==> src/core/sacs_defs.svh <==
// Register offsets, field positions, reset values and timing counts
`ifndef SACS_DEFS_SVH
`define SACS_DEFS_SVH

`define SACS_ADDR_W           6
`define SACS_OFS_CONV_SETUP   6'h0A
`define SACS_OFS_SUPPLY_RES   6'h0B
`define SACS_OFS_DEV_SETUP    6'h0C
`define SACS_CONV_SETUP_RST   16'hFF3A
`define SACS_CONV_RSVD        8'hFF
`define SACS_SUPPLY_RSVD      5'h1F
`define SACS_DEV_SETUP_RST    16'h0000
`define SACS_FLD_RATE_LO      6
`define SACS_FLD_DROP_OFF     5
`define SACS_FLD_OUTV_OFF     4
`define SACS_FLD_TEMP_OFF     3
`define SACS_FLD_CURR_OFF     2
`define SACS_FLD_SUPPLY_OFF   1
`define SACS_FLD_CONV_OFF     0
`define SACS_FLD_FLT_LATCH    0
`define SACS_FLD_FRESH        10
`define SACS_SLOT_NS          1000
`define SACS_CLK_NS           10
`define SACS_SLOT_CYC         (`SACS_SLOT_NS / `SACS_CLK_NS)
`define SACS_CNT_W            10

`endif

==> src/core/sacs_pkg.sv <==
// Types shared by the converter setup block
package sacs_pkg;

	typedef enum logic [2:0] {
		SACS_M_DROP,
		SACS_M_OUTV,
		SACS_M_TEMP,
		SACS_M_CURR,
		SACS_M_SUPPLY
	} sacs_meas_t;

	typedef struct packed {
		logic       conv_off;
		logic       drop_off;
		logic       outv_off;
		logic       temp_off;
		logic       curr_off;
		logic       supply_off;
		logic [1:0] rate_sel;
	} sacs_cfg_t;

	typedef struct packed {
		logic       valid;
		sacs_meas_t meas;
		logic [1:0] chan_mask;
	} sacs_conv_t;

endpackage : sacs_pkg

==> src/core/sacs_top.sv <==
// Converter sequence configuration, sequencer and global fault flag latching
// What this block does
// Fault flags latch until read when 0h
// Fault flags follow live condition when 1h
// Rate select: 0,1 max; 2 half; 3 quarter
// Drop sense global off excludes all channels
// Channel off bits only act when global 0
// Output voltage global off excludes all channels
// Temperature controlled only by global bit
// Current global off resets 0, excludes all
// Supply off omits supply conversion, resets 1
// Converter off stops all conversions
// Supply fresh flag set on new result
// Sequencer cycles enabled types, idles when off
`timescale 1ns/1ps
`include "sacs_defs.svh"

module sacs_top
	import sacs_pkg::*;
#(
	parameter int SLOT_CYC = `SACS_SLOT_CYC
) (
	input  wire logic                    mclk,
	input  wire logic                    rstn,
	input  wire logic                    reg_wr,
	input  wire logic                    reg_rd,
	input  wire logic [`SACS_ADDR_W-1:0] reg_addr,
	input  wire logic [15:0]             reg_wdata,
	output logic      [15:0]             reg_rdata,
	input  wire logic [1:0]              drop_sense_channel_off,
	input  wire logic [1:0]              outvolt_sense_channel_off,
	input  wire logic [1:0]              load_current_channel_off,
	input  wire logic [5:0]              fault_live,
	input  wire logic                    fault_flag_rd,
	input  wire logic                    conv_done,
	input  wire logic [9:0]              supply_result,
	output sacs_conv_t                   conv_req,
	output logic [5:0]                   fault_flags,
	output logic                         supply_result_fresh
);

	// ----------------------------------------------------------------
	// Register file
	// ----------------------------------------------------------------
	sacs_cfg_t   cfg_reg;
	logic        fault_latch_disable_reg;
	logic [9:0]  supply_res_reg;
	logic        fresh_reg;
	logic [5:0]  flags_reg;

	wire logic wr_conv = reg_wr && reg_addr == `SACS_OFS_CONV_SETUP;
	wire logic wr_dev  = reg_wr && reg_addr == `SACS_OFS_DEV_SETUP;
	wire logic rd_sup  = reg_rd && reg_addr == `SACS_OFS_SUPPLY_RES;

	always_ff @(posedge mclk or negedge rstn) begin
		if (!rstn) begin
			cfg_reg.rate_sel   <= 2'h0;
			cfg_reg.drop_off   <= 1'b1;
			cfg_reg.outv_off   <= 1'b1;
			cfg_reg.temp_off   <= 1'b1;
			cfg_reg.curr_off   <= 1'b0;
			cfg_reg.supply_off <= 1'b1;
			cfg_reg.conv_off   <= 1'b0;
		end else if (wr_conv) begin
			cfg_reg.rate_sel   <= reg_wdata[`SACS_FLD_RATE_LO +: 2];
			cfg_reg.drop_off   <= reg_wdata[`SACS_FLD_DROP_OFF];
			cfg_reg.outv_off   <= reg_wdata[`SACS_FLD_OUTV_OFF];
			cfg_reg.temp_off   <= reg_wdata[`SACS_FLD_TEMP_OFF];
			cfg_reg.curr_off   <= reg_wdata[`SACS_FLD_CURR_OFF];
			cfg_reg.supply_off <= reg_wdata[`SACS_FLD_SUPPLY_OFF];
			cfg_reg.conv_off   <= reg_wdata[`SACS_FLD_CONV_OFF];
		end
	end

	always_ff @(posedge mclk or negedge rstn) begin
		if (!rstn)
			fault_latch_disable_reg <= 1'b0;
		else if (wr_dev)
			fault_latch_disable_reg <= reg_wdata[`SACS_FLD_FLT_LATCH];
	end

	always_ff @(posedge mclk or negedge rstn) begin
		if (!rstn)
			reg_rdata <= 16'h0000;
		else if (reg_rd) begin
			case (reg_addr)
				`SACS_OFS_CONV_SETUP: reg_rdata <= {`SACS_CONV_RSVD, cfg_reg.rate_sel,
					cfg_reg.drop_off, cfg_reg.outv_off, cfg_reg.temp_off,
					cfg_reg.curr_off, cfg_reg.supply_off, cfg_reg.conv_off};
				`SACS_OFS_SUPPLY_RES: reg_rdata <= {`SACS_SUPPLY_RSVD, fresh_reg,
					supply_res_reg};
				`SACS_OFS_DEV_SETUP:  reg_rdata <= {15'h0000, fault_latch_disable_reg};
				default:              reg_rdata <= 16'h0000;
			endcase
		end
	end

	// ----------------------------------------------------------------
	// Supply result and fresh flag
	// ----------------------------------------------------------------
	wire logic supply_done = conv_done && conv_req.valid && conv_req.meas == SACS_M_SUPPLY;

	always_ff @(posedge mclk or negedge rstn) begin
		if (!rstn)
			supply_res_reg <= 10'h000;
		else if (supply_done)
			supply_res_reg <= supply_result;
	end

	// Set wins over read-clear
	always_ff @(posedge mclk or negedge rstn) begin
		if (!rstn)
			fresh_reg <= 1'b0;
		else if (supply_done)
			fresh_reg <= 1'b1;
		else if (rd_sup)
			fresh_reg <= 1'b0;
	end

	always_ff @(posedge mclk or negedge rstn) begin
		if (!rstn)
			supply_result_fresh <= 1'b0;
		else
			supply_result_fresh <= supply_done ? 1'b1 : (rd_sup ? 1'b0 : fresh_reg);
	end

	// ----------------------------------------------------------------
	// Global fault-type flags
	// ----------------------------------------------------------------
	always_ff @(posedge mclk or negedge rstn) begin
		if (!rstn)
			flags_reg <= 6'h00;
		else if (fault_latch_disable_reg)
			flags_reg <= fault_live;
		else if (fault_flag_rd)
			flags_reg <= fault_live;
		else
			flags_reg <= flags_reg | fault_live;
	end

	always_ff @(posedge mclk or negedge rstn) begin
		if (!rstn)
			fault_flags <= 6'h00;
		else if (fault_latch_disable_reg || fault_flag_rd)
			fault_flags <= fault_live;
		else
			fault_flags <= flags_reg | fault_live;
	end

	// ----------------------------------------------------------------
	// Conversion sequencer
	// ----------------------------------------------------------------
	function automatic logic meas_on(sacs_meas_t m, sacs_cfg_t c);
		case (m)
			SACS_M_DROP:   meas_on = !c.drop_off;
			SACS_M_OUTV:   meas_on = !c.outv_off;
			SACS_M_TEMP:   meas_on = !c.temp_off;
			SACS_M_CURR:   meas_on = !c.curr_off;
			SACS_M_SUPPLY: meas_on = !c.supply_off;
			default:       meas_on = 1'b0;
		endcase
	endfunction : meas_on

	function automatic sacs_meas_t meas_succ(sacs_meas_t m);
		case (m)
			SACS_M_DROP:   meas_succ = SACS_M_OUTV;
			SACS_M_OUTV:   meas_succ = SACS_M_TEMP;
			SACS_M_TEMP:   meas_succ = SACS_M_CURR;
			SACS_M_CURR:   meas_succ = SACS_M_SUPPLY;
			default:       meas_succ = SACS_M_DROP;
		endcase
	endfunction : meas_succ

	// Channel off bits only matter when global bit clear
	function automatic logic [1:0] chan_of(sacs_meas_t m);
		case (m)
			SACS_M_DROP:   chan_of = ~drop_sense_channel_off;
			SACS_M_OUTV:   chan_of = ~outvolt_sense_channel_off;
			SACS_M_CURR:   chan_of = ~load_current_channel_off;
			SACS_M_TEMP:   chan_of = 2'h3;
			default:       chan_of = 2'h0;
		endcase
	endfunction : chan_of

	// Current slots are stretched by the rate divider
	function automatic logic [`SACS_CNT_W+1:0] slot_len(sacs_meas_t m, logic [1:0] r);
		logic [`SACS_CNT_W+1:0] base;
		base = (`SACS_CNT_W+2)'(SLOT_CYC);
		if (m != SACS_M_CURR || r < 2'h2)
			slot_len = base;
		else if (r == 2'h2)
			slot_len = base << 1;
		else
			slot_len = base << 2;
	endfunction : slot_len

	sacs_meas_t             cur_reg;
	sacs_meas_t             cand;
	logic                   any_on;
	logic [`SACS_CNT_W+1:0] cnt_reg;

	always_comb begin
		cand   = meas_succ(cur_reg);
		any_on = 1'b0;
		for (int i = 0; i < 5; i++) begin
			if (!any_on && meas_on(cand, cfg_reg))
				any_on = 1'b1;
			else if (!any_on)
				cand = meas_succ(cand);
		end
	end

	// A slot whose type was just excluded ends at once
	always_ff @(posedge mclk or negedge rstn) begin
		if (!rstn) begin
			cur_reg  <= SACS_M_SUPPLY;
			cnt_reg  <= '0;
			conv_req <= '0;
		end else if (cfg_reg.conv_off || !any_on) begin
			cnt_reg  <= '0;
			conv_req <= '0;
		end else if (cnt_reg == '0 || !meas_on(cur_reg, cfg_reg)) begin
			cur_reg        <= cand;
			cnt_reg        <= slot_len(cand, cfg_reg.rate_sel) - 1'b1;
			conv_req.valid <= 1'b1;
			conv_req.meas  <= cand;
			conv_req.chan_mask <= chan_of(cand);
		end else begin
			cnt_reg        <= cnt_reg - 1'b1;
		end
	end

	// ----------------------------------------------------------------
	// Checks
	// ----------------------------------------------------------------
	property p_conv_off_idle;
		@(posedge mclk) disable iff (!rstn) cfg_reg.conv_off |=> !conv_req.valid;
	endproperty
	a_conv_off_idle: assert property (p_conv_off_idle) else $error("conversion while off");

	property p_slot_run;
		@(posedge mclk) disable iff (!rstn)
		!cfg_reg.conv_off && any_on |=> conv_req.valid;
	endproperty
	a_slot_run: assert property (p_slot_run) else $error("sequencer stalled");

	property p_no_drop;
		@(posedge mclk) disable iff (!rstn)
		cfg_reg.drop_off && $stable(cfg_reg) |=> !(conv_req.valid && conv_req.meas == SACS_M_DROP);
	endproperty
	a_no_drop: assert property (p_no_drop) else $error("drop sense while excluded");

	property p_no_outv;
		@(posedge mclk) disable iff (!rstn)
		cfg_reg.outv_off && $stable(cfg_reg) |=> !(conv_req.valid && conv_req.meas == SACS_M_OUTV);
	endproperty
	a_no_outv: assert property (p_no_outv) else $error("outvolt sense while excluded");

	property p_no_temp;
		@(posedge mclk) disable iff (!rstn)
		cfg_reg.temp_off && $stable(cfg_reg) |=> !(conv_req.valid && conv_req.meas == SACS_M_TEMP);
	endproperty
	a_no_temp: assert property (p_no_temp) else $error("temp sense while excluded");

	property p_no_curr;
		@(posedge mclk) disable iff (!rstn)
		cfg_reg.curr_off && $stable(cfg_reg) |=> !(conv_req.valid && conv_req.meas == SACS_M_CURR);
	endproperty
	a_no_curr: assert property (p_no_curr) else $error("current sense while excluded");

	property p_no_supply;
		@(posedge mclk) disable iff (!rstn)
		cfg_reg.supply_off && $stable(cfg_reg)
			|=> !(conv_req.valid && conv_req.meas == SACS_M_SUPPLY);
	endproperty
	a_no_supply: assert property (p_no_supply) else $error("supply sense while excluded");

	property p_latch_hold;
		@(posedge mclk) disable iff (!rstn)
		!fault_latch_disable_reg && !fault_flag_rd && $past(!fault_flag_rd)
			&& $past(!fault_latch_disable_reg) |-> (fault_flags & $past(fault_flags)) == $past(fault_flags);
	endproperty
	a_latch_hold: assert property (p_latch_hold) else $error("latched flag dropped");

	property p_live_follow;
		@(posedge mclk) disable iff (!rstn)
		fault_latch_disable_reg |=> fault_flags == $past(fault_live);
	endproperty
	a_live_follow: assert property (p_live_follow) else $error("flag not live");

	property p_fresh_set;
		@(posedge mclk) disable iff (!rstn) supply_done |=> supply_result_fresh;
	endproperty
	a_fresh_set: assert property (p_fresh_set) else $error("fresh flag not set");

	property p_chan_mask;
		@(posedge mclk) disable iff (!rstn)
		conv_req.valid && conv_req.meas == SACS_M_TEMP |-> conv_req.chan_mask == 2'h3;
	endproperty
	a_chan_mask: assert property (p_chan_mask) else $error("temp channel mask");

endmodule : sacs_top

==> config.mk <==
export PLATFORM = sky130hd
export DESIGN_NAME = sacs_top
export DESIGN_NICKNAME = d
export VERILOG_FILES = /design/src/core/sacs_pkg.sv /design/src/core/sacs_top.sv
export VERILOG_INCLUDE_DIRS = /design/src /design/src/core
export SDC_FILE = /design/constraint.sdc
export NUM_CORES = 1
export LEC_CHECK = 0
export BUFFER_PORTS_ARGS = -buffer_cell sky130_fd_sc_hd__buf_4
export CORE_ASPECT_RATIO = 0.7
export CORE_UTILIZATION = 59
export CTS_CLUSTER_DIAMETER = 100
export DETAILED_ROUTE_END_ITERATION = 7
export GPL_ROUTABILITY_DRIVEN = 0
export GPL_TIMING_DRIVEN = 0
export PLACE_DENSITY = 0.86
export SLEW_MARGIN = 40
export SYNTH_ARGS = -nofsm -noshare
export SYNTH_HDL_FRONTEND = slang
export SYNTH_SLANG_ARGS = --single-unit
==> constraint.sdc <==
create_clock -name mclk -period 6.6 [get_ports mclk]
set_clock_uncertainty 0.1 [all_clocks]
set_input_delay 1.32 -clock mclk [delete_from_list [all_inputs] [get_ports mclk]]
set_output_delay 1.32 -clock mclk [all_outputs]
set_load 0.02 [all_outputs]
==> metrics.md, run 1 <==
| Metric | Value |
|---|---|
| Clock transition at the registers of the reported paths | `approximately 0.08 ns` |
| TritonCTS buffer count | `9` |
| Setup crit end kind | `flip-flop` |
| Final hold violation count | `0` |
| Sequential share of the synthesized area | `0.446` |
| Die Span Y | `67.9 um` |
| # port buffers | `a little under 70` |
| Unrepaired setup endpoints after global routing | `no` |
| Number of routed nets with antenna violations | `0` |
| Post CTS Setup Buffer Count | `0` |
| Slew at the pin closest to its max-slew limit | `0.681 ns` |
| Row count | `23` |
| Routed len/inst | `17.6 um` |
| Die W | `between 90 and 100 um` |
| Vias per cell | `approximately 6` |
| Max_cap viols | `0` |
| Pleak | `~2.0 nW` |
| TritonRoute pass-1 iters | `5` |
| Max-slew headroom at the worst pin | `0.543` |
| Die area | `0.00653 mm2` |
| Clock root cell | `clkbuf_8` |
| Cells after Synth | `375` |
| Core Area | `0.00584 mm2` |
| Max VDD drop | `between 0.00015 and 0.0002 V` |
| Pin count of the biggest net entering global routing | `66` |
| IO Pins | `between 70 and 80` |
| Post-synthesis cell area | `0.00366 mm2` |
| 1st-iter DRT viols | `252` |
| DRT Wirelength | `9390 um` |
| Distinct cell type count after synthesis | `68` |
| CTS tree | `built` |
| # nets final | `around 510` |
| Worst reg-to-reg path cell count | `13` |
| Clk sink count | `between 60 and 70` |
| Worst EP arrival | `4.70 ns` |
| First-pass GRT wire length | `15000 um` |
| Ys async rst share | `1.00` |
| Drt drc | `0` |
| Hold_buf cts | `0` |
| Register bit total from synthesis | `65` |
| Final period util | `0.685` |
| Largest cells by area after synthesis | `dfrtp_1, mux2_2, dfstp_2` |
| Count leader, synth | `dfrtp_1` |
| Final Critical Period | `between 4 and 5 ns` |
| CP max FO | `10` |
| Vias in the first global route | `between 3000 and 4000` |
| WS Path Type | `flip-flop to flip-flop` |
| Final HPWL DP | `6710 um` |
| Post-CTS sizing | `0` |
| Clk_lat worst skew | `0.36 ns` |
| Grt ovf | `0` |
| Share of cells above drive strength 1 | `0.317` |
| Critical Path Source Type | `flip-flop` |
| Number of flops mapped to enable cells by yosys | `0` |
| CP required | `6.78 ns` |
| Final Util | `0.764` |
| Placed instance count | `roughly 520` |
| Setup Viol. Count Final | `0` |
| Min-delay worst type | `flip-flop to flip-flop` |
| Diode count | `0` |
| Syn avg cell area | `9.77 um2` |
| Outcome | `completed` |
| Hold depth | `1` |
| Synth top area share | `0.410` |
| Synth cell count leaders | `dfrtp_1, nand2_1, nor2_1` |
| Synthesis-to-layout area growth | `21.9%` |
| CTS max path bufs | `2` |
| Initial antenna violation count | `0` |
| Total Routing Usage GR | `0.309` |
| P per Cell Area | `approximately 440 mW/mm2` |
| Initial Utilization | `0.627` |
| Slew Limit Fails | `0` |
| Non-Filler Instances | `535` |
| Yosys top cell by area | `dfrtp_1` |
| H-tree lvl count | `3` |
| Syn. warnings | `0` |
| Max Freq | `approximately 220 MHz` |
| Setup TNS | `0 ns` |
| Syn_nets | `roughly 430` |
| Ys flop type | `dfrtp_1` |
| Vias | `between 3000 and 4000` |
==> layout by cell type (no fill, tap or decap), types with 3 or more instances in the layout <==
cell type  count
nor3_1         8
nand2b_1       4
and3_1         3
or4_1          4
nand3_1        6
buf_2          3
a21o_1        16
clkbuf_1      14
a32oi_1        3
dfrtp_1       60
clkbuf_8       9
a21oi_1       17
nand2_1       35
or3_1          3
buf_6          3
a211oi_1       4
mux2i_1        7
buf_4         75
xnor2_1        3
nand4_1        7
o21ai_0       19
dfstp_2        5
o21a_1         4
mux2_2        25
nor2_1        29
o22ai_1        8
inv_1         21
==> area by class of cell <==
| type | instances | area (um2) |
|---|---|---|
| clock buffer | 10 | 128 |
| buffer | 25 | 139 |
| fill | 413 | 1380 |
| multi-input combinational | 264 | 1820 |
| tap | 75 | 93.8 |
| timing repair buffer | 69 | 522 |
| sequential | 65 | 1630 |
| inverter | 21 | 78.8 |
| clock inverter | 6 | 52.6 |
==> final timing paths <==
kind,to,start,slack (ns)
max,cur_reg[1]$_DFFE_PN0P_,cfg_reg[2]$_DFFE_PN1P_,2.08
min in group asynchronous,cur_reg[0]$_DFFE_PN0P_,rstn,0.83
min reg2reg,fault_flags[3]$_DFF_PN0_,flags_reg[3]$_DFF_PN0_,0.38
min,fault_flags[3]$_DFF_PN0_,flags_reg[3]$_DFF_PN0_,0.38
max in group asynchronous,supply_res_reg[7]$_DFFE_PN0P_,rstn,5.14
max reg2reg,cur_reg[1]$_DFFE_PN0P_,cfg_reg[2]$_DFFE_PN1P_,2.08
==> routing by layer <==
metal,track usage,up-vias,wire length [um],part of all wire
li1,-,1516,-,-
met1,0.406,1589,4040,0.43
met2,0.497,168,4350,0.46
met3,0.0856,26,790,0.084
met4,0.104,0,214,0.023
met5,0,-,0,0
==> cell families (layout without fill, tap and decap cells) <==
family,Yosys count,count (layout),synth area share
and+or+nand+nor,123,123,0.181
AOI/OAI and AO/OA,102,102,0.196
DFF,65,65,0.446
buffers and inverters,46,131,0.0594
muxes,33,33,0.102
xor gates and xnor gates,5,5,0.0120
adders and majority gates,1,1,0.00342
==> critical path, stage by stage (launching register included) <==
cell and delay [ns]:
dfstp_2 0.53, buf_6 0.13, o21ba_2 0.18, a211o_1 0.33, or4_4 0.55, and3_4 0.19
buf_6 0.13, a31oi_1 0.26, a32oi_1 0.13, nor3_1 0.46, o221ai_2 0.32, a21oi_1 0.63
and2_1 0.29, mux2i_1 0.20
==> report_power, final <==
group	switching, mW	internal (mW)
registers	0.0728	0.505
clock network	0.170	0.141
logic	0.641	0.438
total	0.884	1.08
==> per-stage QoR <==
step | total power, mW | hold WS (ns) | setup WS [ns] | cell area, um2
4_1_cts | 1.94 | 0.382 | 2.19 | 4450
5_1_grt | 2.09 | 0.403 | 1.93 | 4460
2_1_floorplan | 1.35 | 0.350 | 2.66 | 3660
3_3_place_gp | 1.57 | 0.356 | 2.38 | 4270
6_report | 1.97 | 0.379 | 2.08 | 4460
3_5_place_dp | 1.62 | 0.362 | 2.28 | 4270
No activity file was read; power rests on OpenSTA's default activity.
==> run 2: changes to the inputs <==
Settings changed: CORE_UTILIZATION 59 to 55, PLACE_DENSITY 0.86 to 0.81.
Clock period 6.6 ns to 4.7 ns, I/O delays scaled along.
==> run 2 against run 1 <==
Clock power is 59% higher. Cell count rose by 3.0%. Largest power group unchanged. Sequential power up 40%. First-iteration DRC count rose by 18%. Die area is 7.1% higher. Power increased by 43%. Design area grew 0.95%. Clock-buffer cell count up 1. Critical endpoint is now cur_reg[0]$_DFFE_PN0P_. Register-to-register slack worse by 1.8 ns. Sequential cell count is the same.
==> metrics.md, run 2 (same netlist as run 1, synthesis figures left out) <==
| Metric | Value |
|---|---|
| Initial Utilization | `0.578 (-0.0489)` |
| Clk sink count | `65 (unchanged)` |
| Final HPWL DP | `6600 um (-1.6%)` |
| Capturing point of the worst reg2reg path | `cur_reg[0]$_DFFE_PN0P_` |
| Final Util | `0.711 (-0.0529)` |
| Grt ovf | `0 (unchanged)` |
| Die area | `0.00699 mm2 (+7.1%)` |
| Post CTS Setup Buffer Count | `0 (unchanged)` |
| Sw Ratio | `0.436 (-0.0136)` |
| Setup TNS | `0 ns (unchanged)` |
| Setup Viol. Count Final | `0 (unchanged)` |
| Most frequent cells in the layout | `buf_4, dfrtp_1, nand2_1` |
| Min-delay worst type | `flip-flop to flip-flop` |
| TritonCTS buffer count | `9 (unchanged)` |
| Synthesis-to-layout area growth | `23.0%` |
| # port buffers | `69 (unchanged)` |
| Hold wc startpoint | `flags_reg[4]$_DFF_PN0_` |
| Slew at the pin closest to its max-slew limit | `0.694 ns (+0.0136 ns)` |
| Worst reg2reg setup slack | `0.25 ns (-1.83 ns)` |
| Vias in the first global route | `3144 (+0.54%)` |
| WS Path Type | `flip-flop to flip-flop` |
| Reg2reg start | `cfg_reg[2]$_DFFE_PN1P_` |
| H-tree lvl count | `3 (unchanged)` |
| Drt drc | `0 (unchanged)` |
| Diode count | `0 (unchanged)` |
| TritonRoute pass-1 iters | `4 (-1)` |
| Final period util | `0.947 (+0.262)` |
| Max-slew headroom at the worst pin | `0.534 (-0.00913)` |
| Max_cap viols | `0 (unchanged)` |
| Die W | `99.5 um (+3.5%)` |
| CP required | `4.87 ns (-1.91 ns)` |
| Final Critical Period | `4.45 ns (-0.0706 ns)` |
| # nets final | `506 (unchanged)` |
| First-pass GRT wire length | `15200 um (+1.0%)` |
| Die Span Y | `70.3 um (+3.5%)` |
| Post-CTS sizing | `0 (unchanged)` |
| Pleak | `2.06 nW (+0.94%)` |
| Vias per cell | `5.86 (-4.9%)` |
| Core Area | `0.00634 mm2 (+8.5%)` |
| Hold_buf cts | `0 (unchanged)` |
| Pin count of the biggest net entering global routing | `66 (unchanged)` |
| Unrepaired setup endpoints after global routing | `no` |
| Number of routed nets with antenna violations | `0 (unchanged)` |
| Worst reg-to-reg path cell count | `13 (unchanged)` |
| Internal power | `1.59 mW (+46%)` |
| Routed len/inst | `16.6 um (-5.6%)` |
| CTS tree | `built` |
| CTS max path bufs | `2 (unchanged)` |
| Outcome | `completed` |
| Clock transition at the registers of the reported paths | `0.08 ns (about the same)` |
| Combinational cell fraction of total power | `0.536 (-0.012)` |
| Share of cells above drive strength 1 | `0.317 (unchanged)` |
| Switching power | `1.23 mW (+39%)` |
| Critical Path Source Type | `flip-flop` |
| Total Routing Usage GR | `0.282 (-0.0276)` |
| 1st-iter DRT viols | `298 (+18%)` |
| Clk_lat worst skew | `0.35 ns (about the same)` |
| Final hold violation count | `0 (unchanged)` |
| Hold path endpoint | `flags_reg[4]$_DFF_PN0_` |
| P per Cell Area | `624 mW/mm2 (+42%)` |
| CP max FO | `10 (unchanged)` |
| Max VDD drop | `0.000359 V (+110%)` |
| Sequential Power Share | `0.288 (-0.006)` |
| Setup crit end kind | `flip-flop` |
| Slew Limit Fails | `0 (unchanged)` |
| Clock share of power | `0.175 (+0.017)` |
| Clock root cell | `clkbuf_8` |
| Vias | `3231 (-2.1%)` |
| Commonest non-fill, non-tap cell in the layout | `buf_4` |
| Fillers | `461 (+12%)` |
| IO Pins | `79 (unchanged)` |
| Max Freq | `225 MHz (+1.6%)` |
| Initial antenna violation count | `0 (unchanged)` |
| Row count | `24 (+4.3%)` |
| Hold depth | `1 (unchanged)` |
| Worst EP arrival | `4.62 ns (-0.08 ns)` |
| DRT Wirelength | `9130 um (-2.8%)` |
run 2: worst max-delay path: stages, from the launching register on:
cell and delay [ns]:
dfstp_2 0.53, buf_6 0.13, o21ba_2 0.19, a211o_1 0.34
or4_4 0.55, and3_4 0.19, buf_6 0.13, a31oi_1 0.27
a32oi_1 0.13, nor3_1 0.44, o221ai_2 0.32, a21oi_1 0.57
and2_1 0.27, mux2i_1 0.21
run 2: power by group through the flow:
stage               Combinational (mW)  Sequential (mW)  Clock, mW
floorplan                         1.07            0.827          0
global placement                  1.40            0.810          0
detailed placement                1.46            0.816          0
CTS                               1.47            0.809      0.504
global route                      1.65            0.828      0.521
finish                            1.51            0.811      0.493
run 2: worst max-delay path by stage:
| stage | end | startpoint | cells after the start | slack [ns] |
|---|---|---|---|---|
| after floorplan | cnt_reg[6]$_DFF_PN0_ | cfg_reg[2]$_DFFE_PN1P_ | 13 | 0.76 |
| after global placement | cnt_reg[4]$_DFF_PN0_ | cfg_reg[2]$_DFFE_PN1P_ | 13 | 0.47 |
| after detailed placement | cnt_reg[4]$_DFF_PN0_ | cfg_reg[2]$_DFFE_PN1P_ | 13 | 0.33 |
| after CTS | cnt_reg[4]$_DFF_PN0_ | cfg_reg[2]$_DFFE_PN1P_ | 13 | 0.31 |
| after global routing | cur_reg[0]$_DFFE_PN0P_ | cfg_reg[2]$_DFFE_PN1P_ | 13 | 0.003 |
| final | cur_reg[0]$_DFFE_PN0P_ | cfg_reg[2]$_DFFE_PN1P_ | 13 | 0.25 |
run 2: stage by stage:
| step | std cells | setup WS (ns) | instance area [um2] | total power, mW | hold WS (ns) |
|---|---|---|---|---|---|
| after floorplan | 375 | 0.763 | 3660 | 1.90 | 0.350 |
| after global placement | 535 | 0.466 | 4290 | 2.21 | 0.358 |
| after detailed placement | 535 | 0.334 | 4290 | 2.28 | 0.364 |
| after CTS | 551 | 0.309 | 4500 | 2.78 | 0.385 |
| after global routing | 551 | 0.00269 | 4510 | 2.99 | 0.397 |
| final | 551 | 0.249 | 4510 | 2.81 | 0.382 |
run 2: area by class of cell:
type	instances	area (um2)	area share
inverter	21	78.8	0.0175
multi-input combinational	264	1820	0.403
tap	91	114	0.0253
clock inverter	5	61.3	0.0136
buffer	25	139	0.0308
sequential	65	1630	0.362
timing repair buffer	69	522	0.116
clock buffer	11	141	0.0314
run 2: routing by layer:
layer  wire, um  vias up  global-route usage  share of wire
met5          0        -                   0              0
met4        138        0              0.0980          0.015
met3        797       12              0.0851          0.087
met2       4150      145               0.421           0.45
met1       4050     1564               0.391           0.44
li1           -     1510                   -              -
==> run 3: changes to the inputs <==
Settings changed: RECOVER_POWER set to 25, TNS_END_PERCENT set to 1.
==> run 3 against run 2 <==
The flow now finishes with violations (capacitance limit, slew limit). Sequential cell count unchanged. Combinational power hardly changed. Wire length about the same. Critical endpoint unchanged. Largest power group unchanged.
==> metrics.md, run 3 (same netlist as run 1, synthesis figures left out) <==
| Metric | Value |
|---|---|
| Outcome | `finished with violations` |
| Failing checks | `capacitance limit, slew limit` |
| Place WS | `0.334 ns (unchanged)` |
| IO Pins | `79 (unchanged)` |
| 1st-iter DRT viols | `298 (unchanged)` |
| Vias per cell | `5.87 (+0.12%)` |
| Slew at the pin closest to its max-slew limit | `3.46 ns (+2.77 ns)` |
| Worst setup margin | `0.249 ns (-0.0000640 ns)` |
| Clock transition at the registers of the reported paths | `0.08 ns (about the same)` |
| Number of routed nets with antenna violations | `0 (unchanged)` |
| Worst path bufs/invs | `2 (unchanged)` |
| CP required | `4.87 ns (about the same)` |
| Most frequent cells in the layout | `buf_4, dfrtp_1, nand2_1` |
| Vias | `3235 (+0.12%)` |
| Post-CTS sizing | `0 (unchanged)` |
| Slew Limit Fails | `66 (+66)` |
| Final Critical Period | `4.45 ns (+0.0000640 ns)` |
| Post CTS Setup Buffer Count | `0 (unchanged)` |
| Max_cap viols | `1 (+1)` |
| DRT Wirelength | `9130 um (about the same)` |
| Final HPWL DP | `6600 um (unchanged)` |
| CP dominant cell by count | `buf_6` |
| Cell Chain, Critical Path | `buf_6 > o21ba_2 > a211o_1 > or4_4 > and3_4 > buf_6 > a31oi_1 > a32oi_1 > nor3_1 > o221ai_2 > a21oi_1 > and2_1 > mux2i_1` |
| Final hold violation count | `0 (unchanged)` |
| CP max FO | `10 (unchanged)` |
| Grt ovf | `0 (unchanged)` |
| Critical Path Source Type | `flip-flop` |
| GR peak layer | `met2` |
| Setup TNS | `0 ns (unchanged)` |
| Placed instance count | `535 (unchanged)` |
| Commonest non-fill, non-tap cell in the layout | `buf_4` |
| Drt drc | `0 (unchanged)` |
| Max VDD drop | `0.000359 V (about the same)` |
| Pin count of the biggest net entering global routing | `66 (unchanged)` |
| First-pass GRT wire length | `15200 um (unchanged)` |
| Worst EP arrival | `4.62 ns (about the same)` |
| Met3 GRT Util | `0.0851 (unchanged)` |
| Die Span Y | `70.3 um (unchanged)` |
| Diode count | `0 (unchanged)` |
| # nets final | `506 (unchanged)` |
| Max-slew headroom at the worst pin | `-1.31 (-1.84)` |
| Row count | `24 (unchanged)` |
| Final period util | `0.947 (about the same)` |
| Post-DP Area | `0.00429 mm2 (unchanged)` |
| Synthesis-to-layout area growth | `22.8%` |
| Delay-heaviest family, CP | `compound AO/OA/AOI/OAI gates` |
| Min-delay worst type | `flip-flop to flip-flop` |
| TritonCTS buffer count | `9 (unchanged)` |
| CTS max path bufs | `2 (unchanged)` |
| Initial Utilization | `0.578 (unchanged)` |
| Setup Viol. Count Final | `0 (unchanged)` |
| Slowest cell on crit path | `a21oi_1` |
| Unrepaired setup endpoints after global routing | `no` |
| CTS tree | `built` |
| Max Freq | `225 MHz (about the same)` |
| Clk sink count | `65 (unchanged)` |
| Share of cells above drive strength 1 | `0.315 (-0.00217)` |
| Setup crit end kind | `flip-flop` |
| P per Cell Area | `625 mW/mm2 (+0.12%)` |
| Pleak | `2.06 nW (-0.24%)` |
| Fillers | `462 (+0.22%)` |
| Final Util | `0.710 (-0.00118)` |
| Die area | `0.00699 mm2 (unchanged)` |
| Met2 GRT Util | `0.421 (unchanged)` |
| Vias in the first global route | `3144 (unchanged)` |
| Non-Filler Instances | `551 (unchanged)` |
| Die W | `99.5 um (unchanged)` |
| Largest stage delay on the critical path | `0.57 ns (about the same)` |
| TritonRoute pass-1 iters | `5 (+1)` |
| Initial antenna violation count | `0 (unchanged)` |
| Grt met1 use | `0.391 (unchanged)` |
| Total Routing Usage GR | `0.282 (unchanged)` |
| Core Area | `0.00634 mm2 (unchanged)` |
| WS Path Type | `flip-flop to flip-flop` |
| Clk_lat worst skew | `0.35 ns (about the same)` |
| Design Area, Final | `0.00450 mm2 (-0.17%)` |
| H-tree lvl count | `3 (unchanged)` |
| # port buffers | `69 (unchanged)` |
| Hold_buf cts | `0 (unchanged)` |
| Clock root cell | `clkbuf_8` |
| Routed len/inst | `16.6 um (about the same)` |
run 3: cell types whose count changed in the layout (fill, tap and decap cells not counted), sizes merged:
cell / before / now
clkbuf: 24 / 25
buf: 81 / 80
run 3: where the power goes:
| group | switching (mW) | leakage (nW) | internal [mW] | total (mW) |
|---|---|---|---|---|
| clock network | 0.229 | 0.104 | 0.263 | 0.493 |
| logic | 0.893 | 1.16 | 0.615 | 1.51 |
| registers | 0.102 | 0.796 | 0.709 | 0.811 |
| total | 1.22 | 2.06 | 1.59 | 2.81 |
run 3: metal layers:
metal	wire, um	up-vias
li1	-	1509
met1	4040	1567
met2	4160	147
met3	799	12
met4	138	0
met5	0	-
run 3: cell type report:
| class | instances | area (um2) | share of cell area |
|---|---|---|---|
| repair buffers | 69 | 514 | 0.114 |
| multi-input cells | 264 | 1820 | 0.404 |
| clock buffers | 11 | 141 | 0.0314 |
| flip-flops and latches | 65 | 1630 | 0.363 |
| plain buffers | 25 | 139 | 0.0309 |
| clock inverters | 5 | 61.3 | 0.0136 |
| inverters | 21 | 78.8 | 0.0175 |
| well taps | 91 | 114 | 0.0253 |
run 3: final timing paths:
kind / start / endpoint / slack (ns) / cells past startpoint
worst max-delay path: cfg_reg[2]$_DFFE_PN1P_ / cur_reg[0]$_DFFE_PN0P_ / 0.25 / 13
worst min-delay path: flags_reg[4]$_DFF_PN0_ / flags_reg[4]$_DFF_PN0_ / 0.38 / 1
worst max register to register: cfg_reg[2]$_DFFE_PN1P_ / cur_reg[0]$_DFFE_PN0P_ / 0.25 / 13
worst min register to register: flags_reg[4]$_DFF_PN0_ / flags_reg[4]$_DFF_PN0_ / 0.38 / 1
max in group asynchronous: rstn / supply_res_reg[1]$_DFFE_PN0P_ / 0.90 / 1
min in group asynchronous: rstn / cur_reg[0]$_DFFE_PN0P_ / 1.64 / 1
run 3: metrics by stage:
stage	hold WS [ns]	total power [mW]
6_report	0.382	2.81
5_1_grt	0.397	2.99
4_1_cts	0.385	2.78
3_5_place_dp	0.364	2.28
3_3_place_gp	0.358	2.21
2_1_floorplan	0.350	1.90
